<file path="src/fbp_pkg.sv">
// package: shared constants and types of the flash sequencer
package fbp_pkg;
  // ----------------------------------------
  // register offsets
  // ----------------------------------------
  localparam logic [3:0] OFS_CMD = 4'h0;
  localparam logic [3:0] OFS_ADDR_LO = 4'h1;
  localparam logic [3:0] OFS_ADDR_HI = 4'h2;
  localparam logic [3:0] OFS_DATA = 4'h3;
  localparam logic [3:0] OFS_STATE = 4'h4;
  localparam logic [3:0] OFS_PROT = 4'h5;
  // ----------------------------------------
  // flash_state_reg fields
  // ----------------------------------------
  localparam int BIT_CBEF = 7;
  localparam int BIT_BUSY = 6;
  localparam int BIT_VIOL = 5;
  localparam int BIT_ACCERR = 4;
  localparam int BIT_PUMP = 0;
  // ----------------------------------------
  // command codes
  // ----------------------------------------
  localparam logic [7:0] CMD_BLANK = 8'h05;
  localparam logic [7:0] CMD_BYTE = 8'h20;
  localparam logic [7:0] CMD_BURST = 8'h25;
  localparam logic [7:0] CMD_PAGE = 8'h40;
  localparam logic [7:0] CMD_MASS = 8'h41;
  // ----------------------------------------
  // protection layout
  // ----------------------------------------
  localparam int BIT_PDIS = 0;
  localparam logic [8:0] PROT_LOW_ONES = 9'h1FF;
  localparam logic [5:0] ROW_START = 6'h00;
  localparam logic [7:0] PROT_RESET = 8'hFF;
  // ----------------------------------------
  // timing: clock periods in ns, divider in system clocks, durations in flash clock periods
  // ----------------------------------------
  localparam int CLK_PERIOD_NS = 4;
  localparam int FCLK_PERIOD_NS = 5000;
  localparam int CLK_DIV_DEF =
    (FCLK_PERIOD_NS + CLK_PERIOD_NS - 1) / CLK_PERIOD_NS;
  localparam logic [14:0] TICKS_BLANK = 15'h0001;
  localparam logic [14:0] TICKS_BYTE = 15'h0009;
  localparam logic [14:0] TICKS_BURST = 15'h0004;
  localparam int TICKS_PAGE_DEF = 4000;
  localparam int TICKS_MASS_DEF = 20000;
  // ----------------------------------------
  // state types
  // ----------------------------------------
  typedef enum logic {ST_IDLE, ST_RUN} fbp_fsm_type;
  typedef struct packed {
    logic [7:0] cmd_stage;
    logic [15:0] addr_stage;
    logic [7:0] data_stage;
    logic qv;
    logic [7:0] q_cmd;
    logic [15:0] q_addr;
    logic [7:0] q_data;
    fbp_fsm_type st;
    logic [7:0] a_cmd;
    logic [15:0] a_addr;
    logic [15:0] div_cnt;
    logic [14:0] tick_cnt;
    logic pump;
    logic start;
    logic cont;
    logic [15:0] out_addr;
    logic [7:0] out_data;
    logic cbef;
    logic viol;
    logic accerr;
    logic [7:0] prot;
    logic loaded;
    logic [7:0] rdata;
  } fbp_state_type;
endpackage

</file>
<file path="src/fbp_flash_seq.sv">
// module: flash command sequencer with burst and block protection
// Functional notes
// - ordinary program/erase raises pump at start, drops it at end.
// - burst program keeps pump on past the byte when continuing.
// - pump stays on only if next burst is queued before finish.
// - rows are 64 bytes by A5..A0; continue only within a row.
// - first burst byte uses the standard byte program time.
// - continued burst bytes use the shorter burst time.
// - new row drops and re-raises pump, standard time.
// - nothing queued at finish: pump off, high voltage removed.
// - program/erase into protected top region is refused.
// - protection register loads from nonvolatile byte after reset.
// - software writes to the protection register are ignored.
// - debug port writes to the protection register are accepted.
// - last unprotected address is boundary bits then nine ones.
// - protection active only when disable bit 0 is zero.
// - protection byte lies in protected top, so software cannot alter it.
module fbp_flash_seq #(
  parameter int CLK_DIV = fbp_pkg::CLK_DIV_DEF,
  parameter int TICKS_PAGE = fbp_pkg::TICKS_PAGE_DEF,
  parameter int TICKS_MASS = fbp_pkg::TICKS_MASS_DEF
) (
  input wire logic clk_sys_in,
  input wire logic resetn_in,
  input wire logic [3:0] addr_in,
  input wire logic [7:0] wdata_in,
  input wire logic we_in,
  input wire logic re_in,
  output logic [7:0] rdata_out,
  input wire logic [7:0] nv_protect_byte_in,
  input wire logic dbg_prot_we_in,
  input wire logic [7:0] dbg_prot_data_in,
  output logic hv_pump_en_out,
  output logic array_start_out,
  output logic [7:0] array_cmd_out,
  output logic [15:0] array_addr_out,
  output logic [7:0] array_data_out
);
  // ----------------------------------------
  // parameter checks
  // ----------------------------------------
  // counters are 16 and 15 bits wide, larger values cannot be timed
  if (CLK_DIV < 1 || CLK_DIV > 65535) begin : g_bad_div
    $error("CLK_DIV out of range");
  end
  if (TICKS_PAGE < 1 || TICKS_PAGE > 32767) begin : g_bad_page
    $error("TICKS_PAGE out of range");
  end
  if (TICKS_MASS < 1 || TICKS_MASS > 32767) begin : g_bad_mass
    $error("TICKS_MASS out of range");
  end

  localparam logic [15:0] DIV_LAST = 16'(CLK_DIV - 1);
  localparam logic [14:0] T_PAGE = 15'(TICKS_PAGE);
  localparam logic [14:0] T_MASS = 15'(TICKS_MASS);

  fbp_pkg::fbp_state_type q, d;

  // ----------------------------------------
  // decode helpers
  // ----------------------------------------
  // address above the last unprotected one while enabled
  function automatic logic is_prot(input logic [7:0] p,
                                   input logic [15:0] a);
    is_prot = !p[fbp_pkg::BIT_PDIS] &&
      (a > {p[7:1], fbp_pkg::PROT_LOW_ONES});
  endfunction

  function automatic logic is_valid(input logic [7:0] c);
    is_valid = (c == fbp_pkg::CMD_BLANK) ||
      (c == fbp_pkg::CMD_BYTE) || (c == fbp_pkg::CMD_BURST) ||
      (c == fbp_pkg::CMD_PAGE) || (c == fbp_pkg::CMD_MASS);
  endfunction

  function automatic logic [14:0] dur(input logic [7:0] c,
                                      input logic burst);
    case (c)
      fbp_pkg::CMD_BLANK: dur = fbp_pkg::TICKS_BLANK;
      fbp_pkg::CMD_PAGE: dur = T_PAGE;
      fbp_pkg::CMD_MASS: dur = T_MASS;
      default: dur = burst ? fbp_pkg::TICKS_BURST
                           : fbp_pkg::TICKS_BYTE;
    endcase
  endfunction

  // takes the queued command; refused ones never reach the array
  function automatic fbp_pkg::fbp_state_type take(
      input fbp_pkg::fbp_state_type s, input logic burst);
    take = s;
    take.qv = 1'b0;
    take.cbef = 1'b1;
    if (!is_valid(s.q_cmd)) begin
      take.accerr = 1'b1;
    end else if (s.q_cmd != fbp_pkg::CMD_BLANK &&
      ((s.q_cmd == fbp_pkg::CMD_MASS && !s.prot[0]) ||
       is_prot(s.prot, s.q_addr))) begin
      take.viol = 1'b1;
    end else begin
      take.st = fbp_pkg::ST_RUN;
      take.a_cmd = s.q_cmd;
      take.a_addr = s.q_addr;
      take.out_addr = s.q_addr;
      take.out_data = s.q_data;
      take.start = 1'b1;
      take.cont = burst;
      take.pump = (s.q_cmd != fbp_pkg::CMD_BLANK);
      take.div_cnt = '0;
      take.tick_cnt = dur(s.q_cmd, burst);
    end
  endfunction

  // ----------------------------------------
  // next state
  // ----------------------------------------
  logic tick;
  logic [15:0] next_addr;
  logic chain;

  always_comb begin
    d = q;
    d.start = 1'b0;
    d.cont = 1'b0;
    d.rdata = 8'h00;
    tick = (q.div_cnt == DIV_LAST);
    next_addr = q.a_addr + 16'h0001;
    // continuation: queued burst, sequential, same row
    chain = (q.a_cmd == fbp_pkg::CMD_BURST) && q.qv &&
      (q.q_cmd == fbp_pkg::CMD_BURST) &&
      (q.q_addr == next_addr) &&
      (next_addr[5:0] != fbp_pkg::ROW_START) &&
      !is_prot(q.prot, q.q_addr);
    // strap-like load, once after reset release
    if (!q.loaded) begin
      d.prot = nv_protect_byte_in;
      d.loaded = 1'b1;
    end
    if (dbg_prot_we_in) begin
      d.prot = dbg_prot_data_in;
    end
    // sequencer
    case (q.st)
      fbp_pkg::ST_IDLE: begin
        if (q.qv) begin
          d = take(d, 1'b0);
        end
      end
      fbp_pkg::ST_RUN: begin
        d.div_cnt = tick ? 16'h0000 : q.div_cnt + 16'h0001;
        if (tick) begin
          d.tick_cnt = q.tick_cnt - 15'h0001;
          if (q.tick_cnt == 15'h0001) begin
            if (chain) begin
              d = take(d, 1'b1);
            end else begin
              // one idle cycle with pump off before next op
              d.pump = 1'b0;
              d.st = fbp_pkg::ST_IDLE;
            end
          end
        end
      end
      default: d.st = fbp_pkg::ST_IDLE;
    endcase
    // bus writes; a launch only happens with the queue empty
    if (we_in) begin
      case (addr_in)
        fbp_pkg::OFS_CMD: d.cmd_stage = wdata_in;
        fbp_pkg::OFS_ADDR_LO: d.addr_stage[7:0] = wdata_in;
        fbp_pkg::OFS_ADDR_HI: d.addr_stage[15:8] = wdata_in;
        fbp_pkg::OFS_DATA: d.data_stage = wdata_in;
        fbp_pkg::OFS_STATE: begin
          if (wdata_in[fbp_pkg::BIT_CBEF] && q.cbef) begin
            d.qv = 1'b1;
            d.q_cmd = q.cmd_stage;
            d.q_addr = q.addr_stage;
            d.q_data = q.data_stage;
            d.cbef = 1'b0;
          end
          // set wins over clear only if the flag was clear before
          if (wdata_in[fbp_pkg::BIT_VIOL] && !(d.viol && !q.viol))
            d.viol = 1'b0;
          if (wdata_in[fbp_pkg::BIT_ACCERR] &&
              !(d.accerr && !q.accerr))
            d.accerr = 1'b0;
        end
        fbp_pkg::OFS_PROT: ;
        default: ;
      endcase
    end
    // read data valid the cycle after the strobe only
    if (re_in) begin
      case (addr_in)
        fbp_pkg::OFS_CMD: d.rdata = q.cmd_stage;
        fbp_pkg::OFS_ADDR_LO: d.rdata = q.addr_stage[7:0];
        fbp_pkg::OFS_ADDR_HI: d.rdata = q.addr_stage[15:8];
        fbp_pkg::OFS_DATA: d.rdata = q.data_stage;
        fbp_pkg::OFS_STATE: begin
          d.rdata[fbp_pkg::BIT_CBEF] = q.cbef;
          d.rdata[fbp_pkg::BIT_BUSY] = (q.st == fbp_pkg::ST_RUN);
          d.rdata[fbp_pkg::BIT_VIOL] = q.viol;
          d.rdata[fbp_pkg::BIT_ACCERR] = q.accerr;
          d.rdata[fbp_pkg::BIT_PUMP] = q.pump;
        end
        fbp_pkg::OFS_PROT: d.rdata = q.prot;
        default: d.rdata = 8'h00;
      endcase
    end
  end

  // ----------------------------------------
  // state register
  // ----------------------------------------
  always_ff @(posedge clk_sys_in or negedge resetn_in) begin
    if (!resetn_in) begin
      q <= '0;
      q.st <= fbp_pkg::ST_IDLE;
      q.cbef <= 1'b1;
      q.prot <= fbp_pkg::PROT_RESET;
    end else begin
      q <= d;
    end
  end

  // outputs straight from flops
  assign rdata_out = q.rdata;
  assign hv_pump_en_out = q.pump;
  assign array_start_out = q.start;
  assign array_cmd_out = q.a_cmd;
  assign array_addr_out = q.out_addr;
  assign array_data_out = q.out_data;

  // ----------------------------------------
  // assertions
  // ----------------------------------------
  a_pump_at_start: assert property (
    @(posedge clk_sys_in) disable iff (!resetn_in)
    q.start && q.a_cmd != fbp_pkg::CMD_BLANK |-> q.pump)
    else $error("pump not on at op start");

  a_pump_off_end: assert property (
    @(posedge clk_sys_in) disable iff (!resetn_in)
    q.st == fbp_pkg::ST_RUN ##1 q.st == fbp_pkg::ST_IDLE
    |-> !q.pump)
    else $error("pump left on after op");

  a_burst_keeps_pump: assert property (
    @(posedge clk_sys_in) disable iff (!resetn_in)
    q.cont |-> q.pump && $past(q.pump) &&
      $past(q.st) == fbp_pkg::ST_RUN)
    else $error("pump dropped inside burst");

  a_row_break: assert property (
    @(posedge clk_sys_in) disable iff (!resetn_in)
    q.cont |-> q.out_addr[5:0] != fbp_pkg::ROW_START &&
      q.out_addr == $past(q.a_addr) + 16'h0001)
    else $error("burst continued across row");

  a_first_std_time: assert property (
    @(posedge clk_sys_in) disable iff (!resetn_in)
    q.start && !q.cont && q.a_cmd == fbp_pkg::CMD_BURST
    |-> q.tick_cnt == fbp_pkg::TICKS_BYTE)
    else $error("first burst byte not standard time");

  a_burst_time: assert property (
    @(posedge clk_sys_in) disable iff (!resetn_in)
    q.cont |-> q.tick_cnt == fbp_pkg::TICKS_BURST)
    else $error("continued byte not burst time");

  a_prot_block: assert property (
    @(posedge clk_sys_in) disable iff (!resetn_in)
    q.start && q.a_cmd != fbp_pkg::CMD_BLANK
    |-> !is_prot(q.prot, q.out_addr) &&
      (q.a_cmd != fbp_pkg::CMD_MASS || q.prot[0]))
    else $error("op started in protected region");

  a_nv_load: assert property (
    @(posedge clk_sys_in) disable iff (!resetn_in)
    $rose(q.loaded) && !$past(dbg_prot_we_in)
    |-> q.prot == $past(nv_protect_byte_in))
    else $error("protection not loaded from nv byte");

  a_sw_no_prot: assert property (
    @(posedge clk_sys_in) disable iff (!resetn_in)
    q.loaded && !dbg_prot_we_in |=> $stable(q.prot))
    else $error("protection changed without debug");

  a_dbg_write: assert property (
    @(posedge clk_sys_in) disable iff (!resetn_in)
    dbg_prot_we_in |=> q.prot == $past(dbg_prot_data_in))
    else $error("debug write to protection lost");

  a_viol_no_op: assert property (
    @(posedge clk_sys_in) disable iff (!resetn_in)
    $rose(q.viol) |-> !q.start)
    else $error("refused command reached array");

  a_cont_queued: assert property (
    @(posedge clk_sys_in) disable iff (!resetn_in)
    q.cont |-> $past(q.qv) && $past(q.q_cmd) == fbp_pkg::CMD_BURST)
    else $error("burst continued without queued command");

  a_new_row_std: assert property (
    @(posedge clk_sys_in) disable iff (!resetn_in)
    q.start && q.a_cmd == fbp_pkg::CMD_BURST &&
      q.out_addr[5:0] == fbp_pkg::ROW_START
    |-> !q.cont && !$past(q.pump) && q.tick_cnt == fbp_pkg::TICKS_BYTE)
    else $error("new row byte kept pump or burst time");
endmodule

</file>
<file path="config.mk">
export PLATFORM = sky130hd
export DESIGN_NAME = fbp_flash_seq
export DESIGN_NICKNAME = d
export VERILOG_FILES = /design/src/fbp_pkg.sv /design/src/fbp_flash_seq.sv
export SDC_FILE = /design/constraint.sdc
export NUM_CORES = 1
export LEC_CHECK = 0
export ABC_CLOCK_PERIOD_IN_PS = 3700
export BUFFER_PORTS_ARGS = -buffer_cell sky130_fd_sc_hd__buf_2
export CORE_ASPECT_RATIO = 0.8
export CORE_MARGIN = 2
export CORE_UTILIZATION = 60
export CTS_CLUSTER_DIAMETER = 200
export CTS_CLUSTER_SIZE = 40
export DETAILED_ROUTE_END_ITERATION = 10
export GPL_TIMING_DRIVEN = 0
export PLACE_DENSITY = 0.79
export SYNTH_ARGS = -nofsm -noshare
export SYNTH_HDL_FRONTEND = slang
export SYNTH_SLANG_ARGS = --single-unit
</file>
<file path="constraint.sdc">
create_clock -name clk_sys_in -period 3.7 [get_ports clk_sys_in]
set_input_delay 1.11 -clock clk_sys_in [delete_from_list [all_inputs] [get_ports clk_sys_in]]
set_output_delay 1.11 -clock clk_sys_in [all_outputs]
set_load 0.05 [all_outputs]
</file>
==> results.md, run 1 <==
* Status: finished clean
* Maximum VDD drop at 0.000327 V
* CTS tree: yes
* Clk buf depth at 2
* Wire per inst at 19.4 microns
* Cell Count, Final, Fillers Out at 1,020
* Worst clock skew at 0.00785 ns
* CP Max Fanout at 10
* Cell Area, Synth at 0.00802 sq mm
* Capture point of the worst reg-to-reg path: array_data_out[6]
* Worst R2R Path Depth at 11
* Drt via density at 6.12
* FF-to-FF Start: q[78]
* Share of cells above drive strength 1 at 0.320
* Buf+Inv Stages, Crit Path at 2
* Clock tree sinks at 151
* IO Count at 75
* GPL Wtd Cong at 0.926
* Dpl hpwl at 14,100 microns
* Reg clk slew, reported paths at 0.06 ns
* Util after Layout at 0.711
* Final Setup Violations at 0
* Post-synth EDFFs at 0
* Syn nets at 790
* Clk root buf: clkbuf_16
* ANT nets after route at 0
* Hold EP: q[19]
* Residual DRC count at 0
* Final hold vios at 0
* Net count, final at 884
* Synthesized flop and latch total at 151
* Slowest stage delay, CP at 0.59 ns
* Worst-Margin Slew at 1.17 ns
* Initial antenna violation count at 0
* Post-synthesis cell type count at 66
* Mean Syn Cell Area at 10.9 sq um
* DR vias at 6,243
* Max-Cap Viols at 0
* Arrival time at the worst endpoint at 3.84 ns
* Gate Count Post-Synth at 738
* Min cycle time layout at 3.53 ns
* Slew margin rel. at 0.213
* R2r setup slk at 0.17 ns
* Number of antenna diodes at 0
* Area delta synth->final at 15.0%
* Pwr/cell area at 494 mW/mm^2
* Final Max Tran Viols at 0
* Largest net degree at the start of global routing at 82
* Iter 0 DRT Violations at 617
* LEAKAGE at 4.54 nW
* Total grt overflow at 0
* I/O Buffers at 70
* Skew-Pair Late Insertion Delay at 0.43 ns
* Num CTS Buffers at 17
* Vert. Die Dim at 107 microns
* Die ar. at 0.0143 sq mm
* Critical path capture point type: flip-flop
* Crit-path cells: ha_1 > xor2_1 > a311oi_2 > nand4_1 > or4_4 > nor4b_4 > buf_4 > a31oi_4 > or2_4 > buf_6 > mux2_4
* Detailed Routing Iterations Pass 1 at 5
* Type of origin of the critical path: flip-flop
* Final Cycle Share at 0.954
* CP required at 4.01 ns
* Placed cells at 985
* Number of global-route vias before repair at 6,075
* Die Wd at 133 microns
* Core box area at 0.0130 sq mm
* Max stage delay cell, worst path: or4_4
* Total Wirelength at 19,800 microns
* CP delay by family, top: simple AND/OR/NAND/NOR gates
* Fill cell count at 951
* Final Power at 0.00455 W
* Warnings, synthesis at 0
* Sequential cell area fraction in the yosys report at 0.473
* Main synth FF type: dfrtp_1
* Rows at 37
* Unrepaired setup endpoints after global routing: false
* Min-delay src: q[19]
* Starting density of the core at 0.618
* H-tree depth at 4
* Post-synth ARST share at 1.00
* Worst hold path type: reg2reg
* First-pass GRT wire length at 32,000 microns
* Worst hold path depth at 2
* CP Class: reg2reg
* Total GRT Usage at 0.290
* Max Clock Freq at 283 MHz
==> worst max path at each step <==
stage	cells after the start	startpoint	endpoint
floorplan	14	dbg_prot_we_in	q[72]
global placement	1	resetn_in	array_data_out[0]
detailed placement	13	dbg_prot_we_in	q[77]
CTS	13	dbg_prot_we_in	q[77]
global route	12	dbg_prot_we_in	array_data_out[6]
finish	11	q[78]	array_data_out[6]
==> tightest hold or removal path, cell delays in order, from the launching register on <==
cell      delay [ns]
dfstp_2         0.38
inv_1           0.04
a21boi_0        0.07
==> cell usage after synthesis, types with 9 or more instances <==
cell / count / area, sq um
o21a_1: 9 / 67.6
ha_1: 19 / 238
xnor2_1: 13 / 114
nand3_1: 31 / 155
inv_1: 29 / 109
dfrtp_1: 142 / 3550
clkbuf_1: 23 / 86.3
buf_4: 40 / 300
mux2i_1: 9 / 90.1
nor2_1: 41 / 154
nand4_1: 21 / 131
a22oi_1: 19 / 143
nor3_1: 11 / 55.1
o21ai_0: 22 / 110
and3_1: 9 / 56.3
a21oi_1: 16 / 80.1
dfstp_2: 9 / 236
mux2_2: 64 / 721
xor2_1: 23 / 201
nand2_1: 57 / 214
mux2_4: 23 / 345
==> per-stage QoR <==
stage | cell area [sq um] | worst slack, ns | hold WS [ns] | setup TNS, ns
6_report | 9220 | 0.168 | 0.495 | 0
5_1_grt | 9220 | 0.00258 | 0.512 | 0
4_1_cts | 9190 | 0.114 | 0.489 | 0
3_5_place_dp | 8640 | -0.656 | 0.479 | -21.78
3_3_place_gp | 8590 | -0.576 | 0.472 | -97.35
2_1_floorplan | 8020 | 0.0651 | 0.451 | 0
==> state kept, by name, summed over array words and instances (netlist names) <==
name and cells:
q 125, array_data_out 8, array_cmd_out 8, rdata_out 8
hv_pump_en_out 1, array_start_out 1
==> routing by layer <==
| layer | global-route usage | vias up | wire length [microns] |
|---|---|---|---|
| met5 | 0 | - | 0 |
| met4 | 0.0851 | 0 | 320 |
| met3 | 0.0589 | 29 | 1480 |
| met2 | 0.451 | 299 | 9130 |
| met1 | 0.415 | 3099 | 8880 |
| li1 | - | 2816 | - |
==> where the power goes <==
part | total (W) | internal, W | switching (W)
Combinational | 0.000852 | 0.000379 | 0.000473
Clock | 0.00159 | 0.000877 | 0.000710
Sequential | 0.00211 | 0.00186 | 0.000248
==> cells by family (layout without fill, tap and decap cells) <==
| group | after synthesis | after routing | share of synthesized area |
|---|---|---|---|
| flops | 151 | 151 | 0.473 |
| compound gates | 120 | 120 | 0.104 |
| simple gates | 218 | 218 | 0.143 |
| fa+ha+maj | 19 | 19 | 0.0297 |
| other cells | 1 | 1 | 0.000468 |
| mux | 96 | 96 | 0.144 |
| buf+inv | 97 | 204 | 0.0671 |
| xor+xnor | 36 | 36 | 0.0393 |
==> cell type report <==
class	count	area (sq um)	share of cell area
buffer	66	427	0.0463
clock buffer	18	439	0.0477
clock inverter	14	97.6	0.0106
inverter	30	113	0.0122
multi-input combinational	490	3710	0.403
sequential	151	3790	0.411
tap	175	219	0.0238
timing repair buffer	76	419	0.0455
==> what timing repair did <==
item	CTS	global route
cloned	0	0
resized for setup	3	7
endpoints found under the setup margin	35	16
setup buffers	2	2
hold buffers	0	0
pin swaps	1	1
==> cell usage in the layout, fill, tap and decap left out, types with 23 or more instances in the layout <==
cell / instances
buf_2: 71
buf_4: 44
dfrtp_1: 142
inv_1: 29
mux2_2: 64
mux2_4: 23
nand2_1: 55
nand3_1: 31
nor2_1: 40
xor2_1: 23
Power figures use the tool's default switching activity.
==> inputs of run 2 (changes only) <==
Settings changed: CELL_PAD_IN_SITES_DETAIL_PLACEMENT set to 0, CELL_PAD_IN_SITES_GLOBAL_PLACEMENT set to 2, CORE_MARGIN 2 to not set, CORE_UTILIZATION 60 to 40.
==> results.md, run 2 (synthesized netlist as in run 1, its figures left out) <==
* Status: finished clean
* Net count, final at 881 (-0.34%)
* Critical path capture point type: flip-flop
* Most common cell after layout, fill and taps aside: dfrtp_1
* I/O Buffers at 70 (unchanged)
* CP Class: reg2reg
* IO Count at 75 (unchanged)
* Hold Buf Count CTS at 0 (unchanged)
* Clk buf depth at 2 (unchanged)
* Residual DRC count at 0 (unchanged)
* Die Wd at 160 microns (+20%)
* Min cycle time layout at 3.54 ns (+0.00404 ns)
* Final Setup Violations at 0 (unchanged)
* GPL Wtd Cong at 0.805 (-13%)
* Skew-Pair Late Insertion Delay at 0.44 ns (about the same)
* Initial antenna violation count at 0 (unchanged)
* Slew margin rel. at 0.296 (+0.0833)
* ANT nets after route at 0 (unchanged)
* Number of global-route vias before repair at 5,990 (-1.4%)
* First-pass GRT wire length at 33,700 microns (+5.5%)
* H-tree depth at 4 (unchanged)
* CTS tree: yes
* Vert. Die Dim at 129 microns (+20%)
* CP required at 4.02 ns (about the same)
* Total GRT Usage at 0.213 (-0.0762)
* LEAKAGE at 4.56 nW (+0.33%)
* Rows at 45 (+22%)
* Slowest stage delay, CP at 0.51 ns (-0.08 ns)
* CP delay by family, top: simple AND/OR/NAND/NOR gates
* Core box area at 0.0193 sq mm (+49%)
* Iter 0 DRT Violations at 436 (-29%)
* Worst clock skew at 0.0117 ns (+0.00390 ns)
* Starting density of the core at 0.415 (-0.203)
* Wire per inst at 18.7 microns (-3.5%)
* Max Clock Freq at 283 MHz (-0.11%)
* Worst-Margin Slew at 1.05 ns (-0.124 ns)
* DR vias at 5,954 (-4.6%)
* Clock tree sinks at 151 (unchanged)
* Number of antenna diodes at 0 (unchanged)
* Num CTS Buffers at 17 (unchanged)
* Largest register FFs at 125 (unchanged)
* Share of cells above drive strength 1 at 0.319 (about the same)
* Final Max Tran Viols at 0 (unchanged)
* CP most frequent cell: or4_1
* CP Max Fanout at 10 (unchanged)
* Final hold vios at 0 (unchanged)
* Fill cell count at 1,807 (+90%)
* Dpl hpwl at 15,200 microns (+7.8%)
* Maximum VDD drop at 0.000284 V (-13%)
* Most frequent cells in the layout: dfrtp_1, buf_2, mux2_2
* Reg with most FFs: q
* Crit-path cells: or4_1 > buf_2 > or4_1 > or2_1 > and4bb_2 > and2_2 > a31oi_4 > or2_4 > buf_6 > mux2_4
* Final Power at 0.00471 W (+3.6%)
* Pre-CTS WS at -0.790 ns (-0.133 ns)
* Reg clk slew, reported paths at 0.07 ns (about the same)
* Clk root buf: clkbuf_16
* Total grt overflow at 0 (unchanged)
* Drt via density at 5.41 (-12%)
* Area delta synth->final at 17.2%
* Max-Cap Viols at 0 (unchanged)
* R2r setup slk at 0.16 ns (about the same)
* Arrival time at the worst endpoint at 3.86 ns (+0.02 ns)
* Final WS setup at 0.164 ns (-0.00404 ns)
* Area of the multi-input gates at 0.00373 sq mm (+0.51%)
* Total Wirelength at 20,600 microns (+4.0%)
* Largest net degree at the start of global routing at 89 (+8.5%)
* Util after Layout at 0.486 (-0.225)
* WHS at 0.496 ns (+0.000309 ns)
* Pwr/cell area at 502 mW/mm^2 (+1.6%)
* Final Cycle Share at 0.956 (+0.00109)
* Buf+Inv Stages, Crit Path at 2 (unchanged)
* Max stage delay cell, worst path: or4_1
* Die ar. at 0.0206 sq mm (+44%)
* Type of origin of the critical path: flip-flop
* Worst hold path type: reg2reg
* Register area at 0.00379 sq mm (about the same)
* Detailed Routing Iterations Pass 1 at 5 (unchanged)
-- run 2: worst register-to-register path: stages, from the launching register on --
cell and delay [ns]:
dfrtp_1 0.45, or4_1 0.52, buf_2 0.17, or4_1 0.44, or2_1 0.28, and4bb_2 0.36, and2_2 0.22, a31oi_4 0.17
or2_4 0.33, buf_6 0.18, mux2_4 0.32
-- run 2: worst paths after layout --
path / startpoint / endpoint / depth (start not counted)
worst min-delay path: q[19] / q[19] / 2
min in group asynchronous: resetn_in / q[91] / 1
max in group asynchronous: resetn_in / q[117] / 2
worst max register to register: q[53] / array_data_out[1] / 10
worst max-delay path: q[53] / array_data_out[1] / 10
worst min register to register: q[19] / q[19] / 2
-- run 2: stage by stage --
step / TNS (ns) / cell area (sq um) / std cells
finish: 0 / 9390 / 1100
global route: -0.0136 / 9390 / 1100
CTS: 0 / 9380 / 1101
detailed placement: -27.37 / 8730 / 1067
global placement: -125.92 / 8690 / 1066
floorplan: 0 / 8020 / 738
-- run 2: layer usage --
metal / part of all wire / wire length, microns / track usage
met5: 0 / 0 / 0
met4: 0.014 / 281 / 0.0616
met3: 0.037 / 761 / 0.0384
met2: 0.44 / 9030 / 0.323
met1: 0.51 / 10500 / 0.312
-- run 2: final cells by class --
cell class,instances,area share
clock inverter,15,0.0193
inverter,30,0.0120
timing repair buffer,74,0.0433
sequential,151,0.404
clock buffer,17,0.0453
tap,258,0.0344
multi-input combinational,490,0.397
buffer,65,0.0450
-- run 2: report_power, final --
group | total (W) | internal (W) | switching [W]
clock network | 0.00176 | 0.000916 | 0.000843
registers | 0.00212 | 0.00186 | 0.000255
logic | 0.000837 | 0.000374 | 0.000463
-- run 2: what timing repair did --
action,CTS,global route
buffers inserted,2,1
pin swaps,2,1
setup endpoints to repair,43,46
resized for setup,7,4
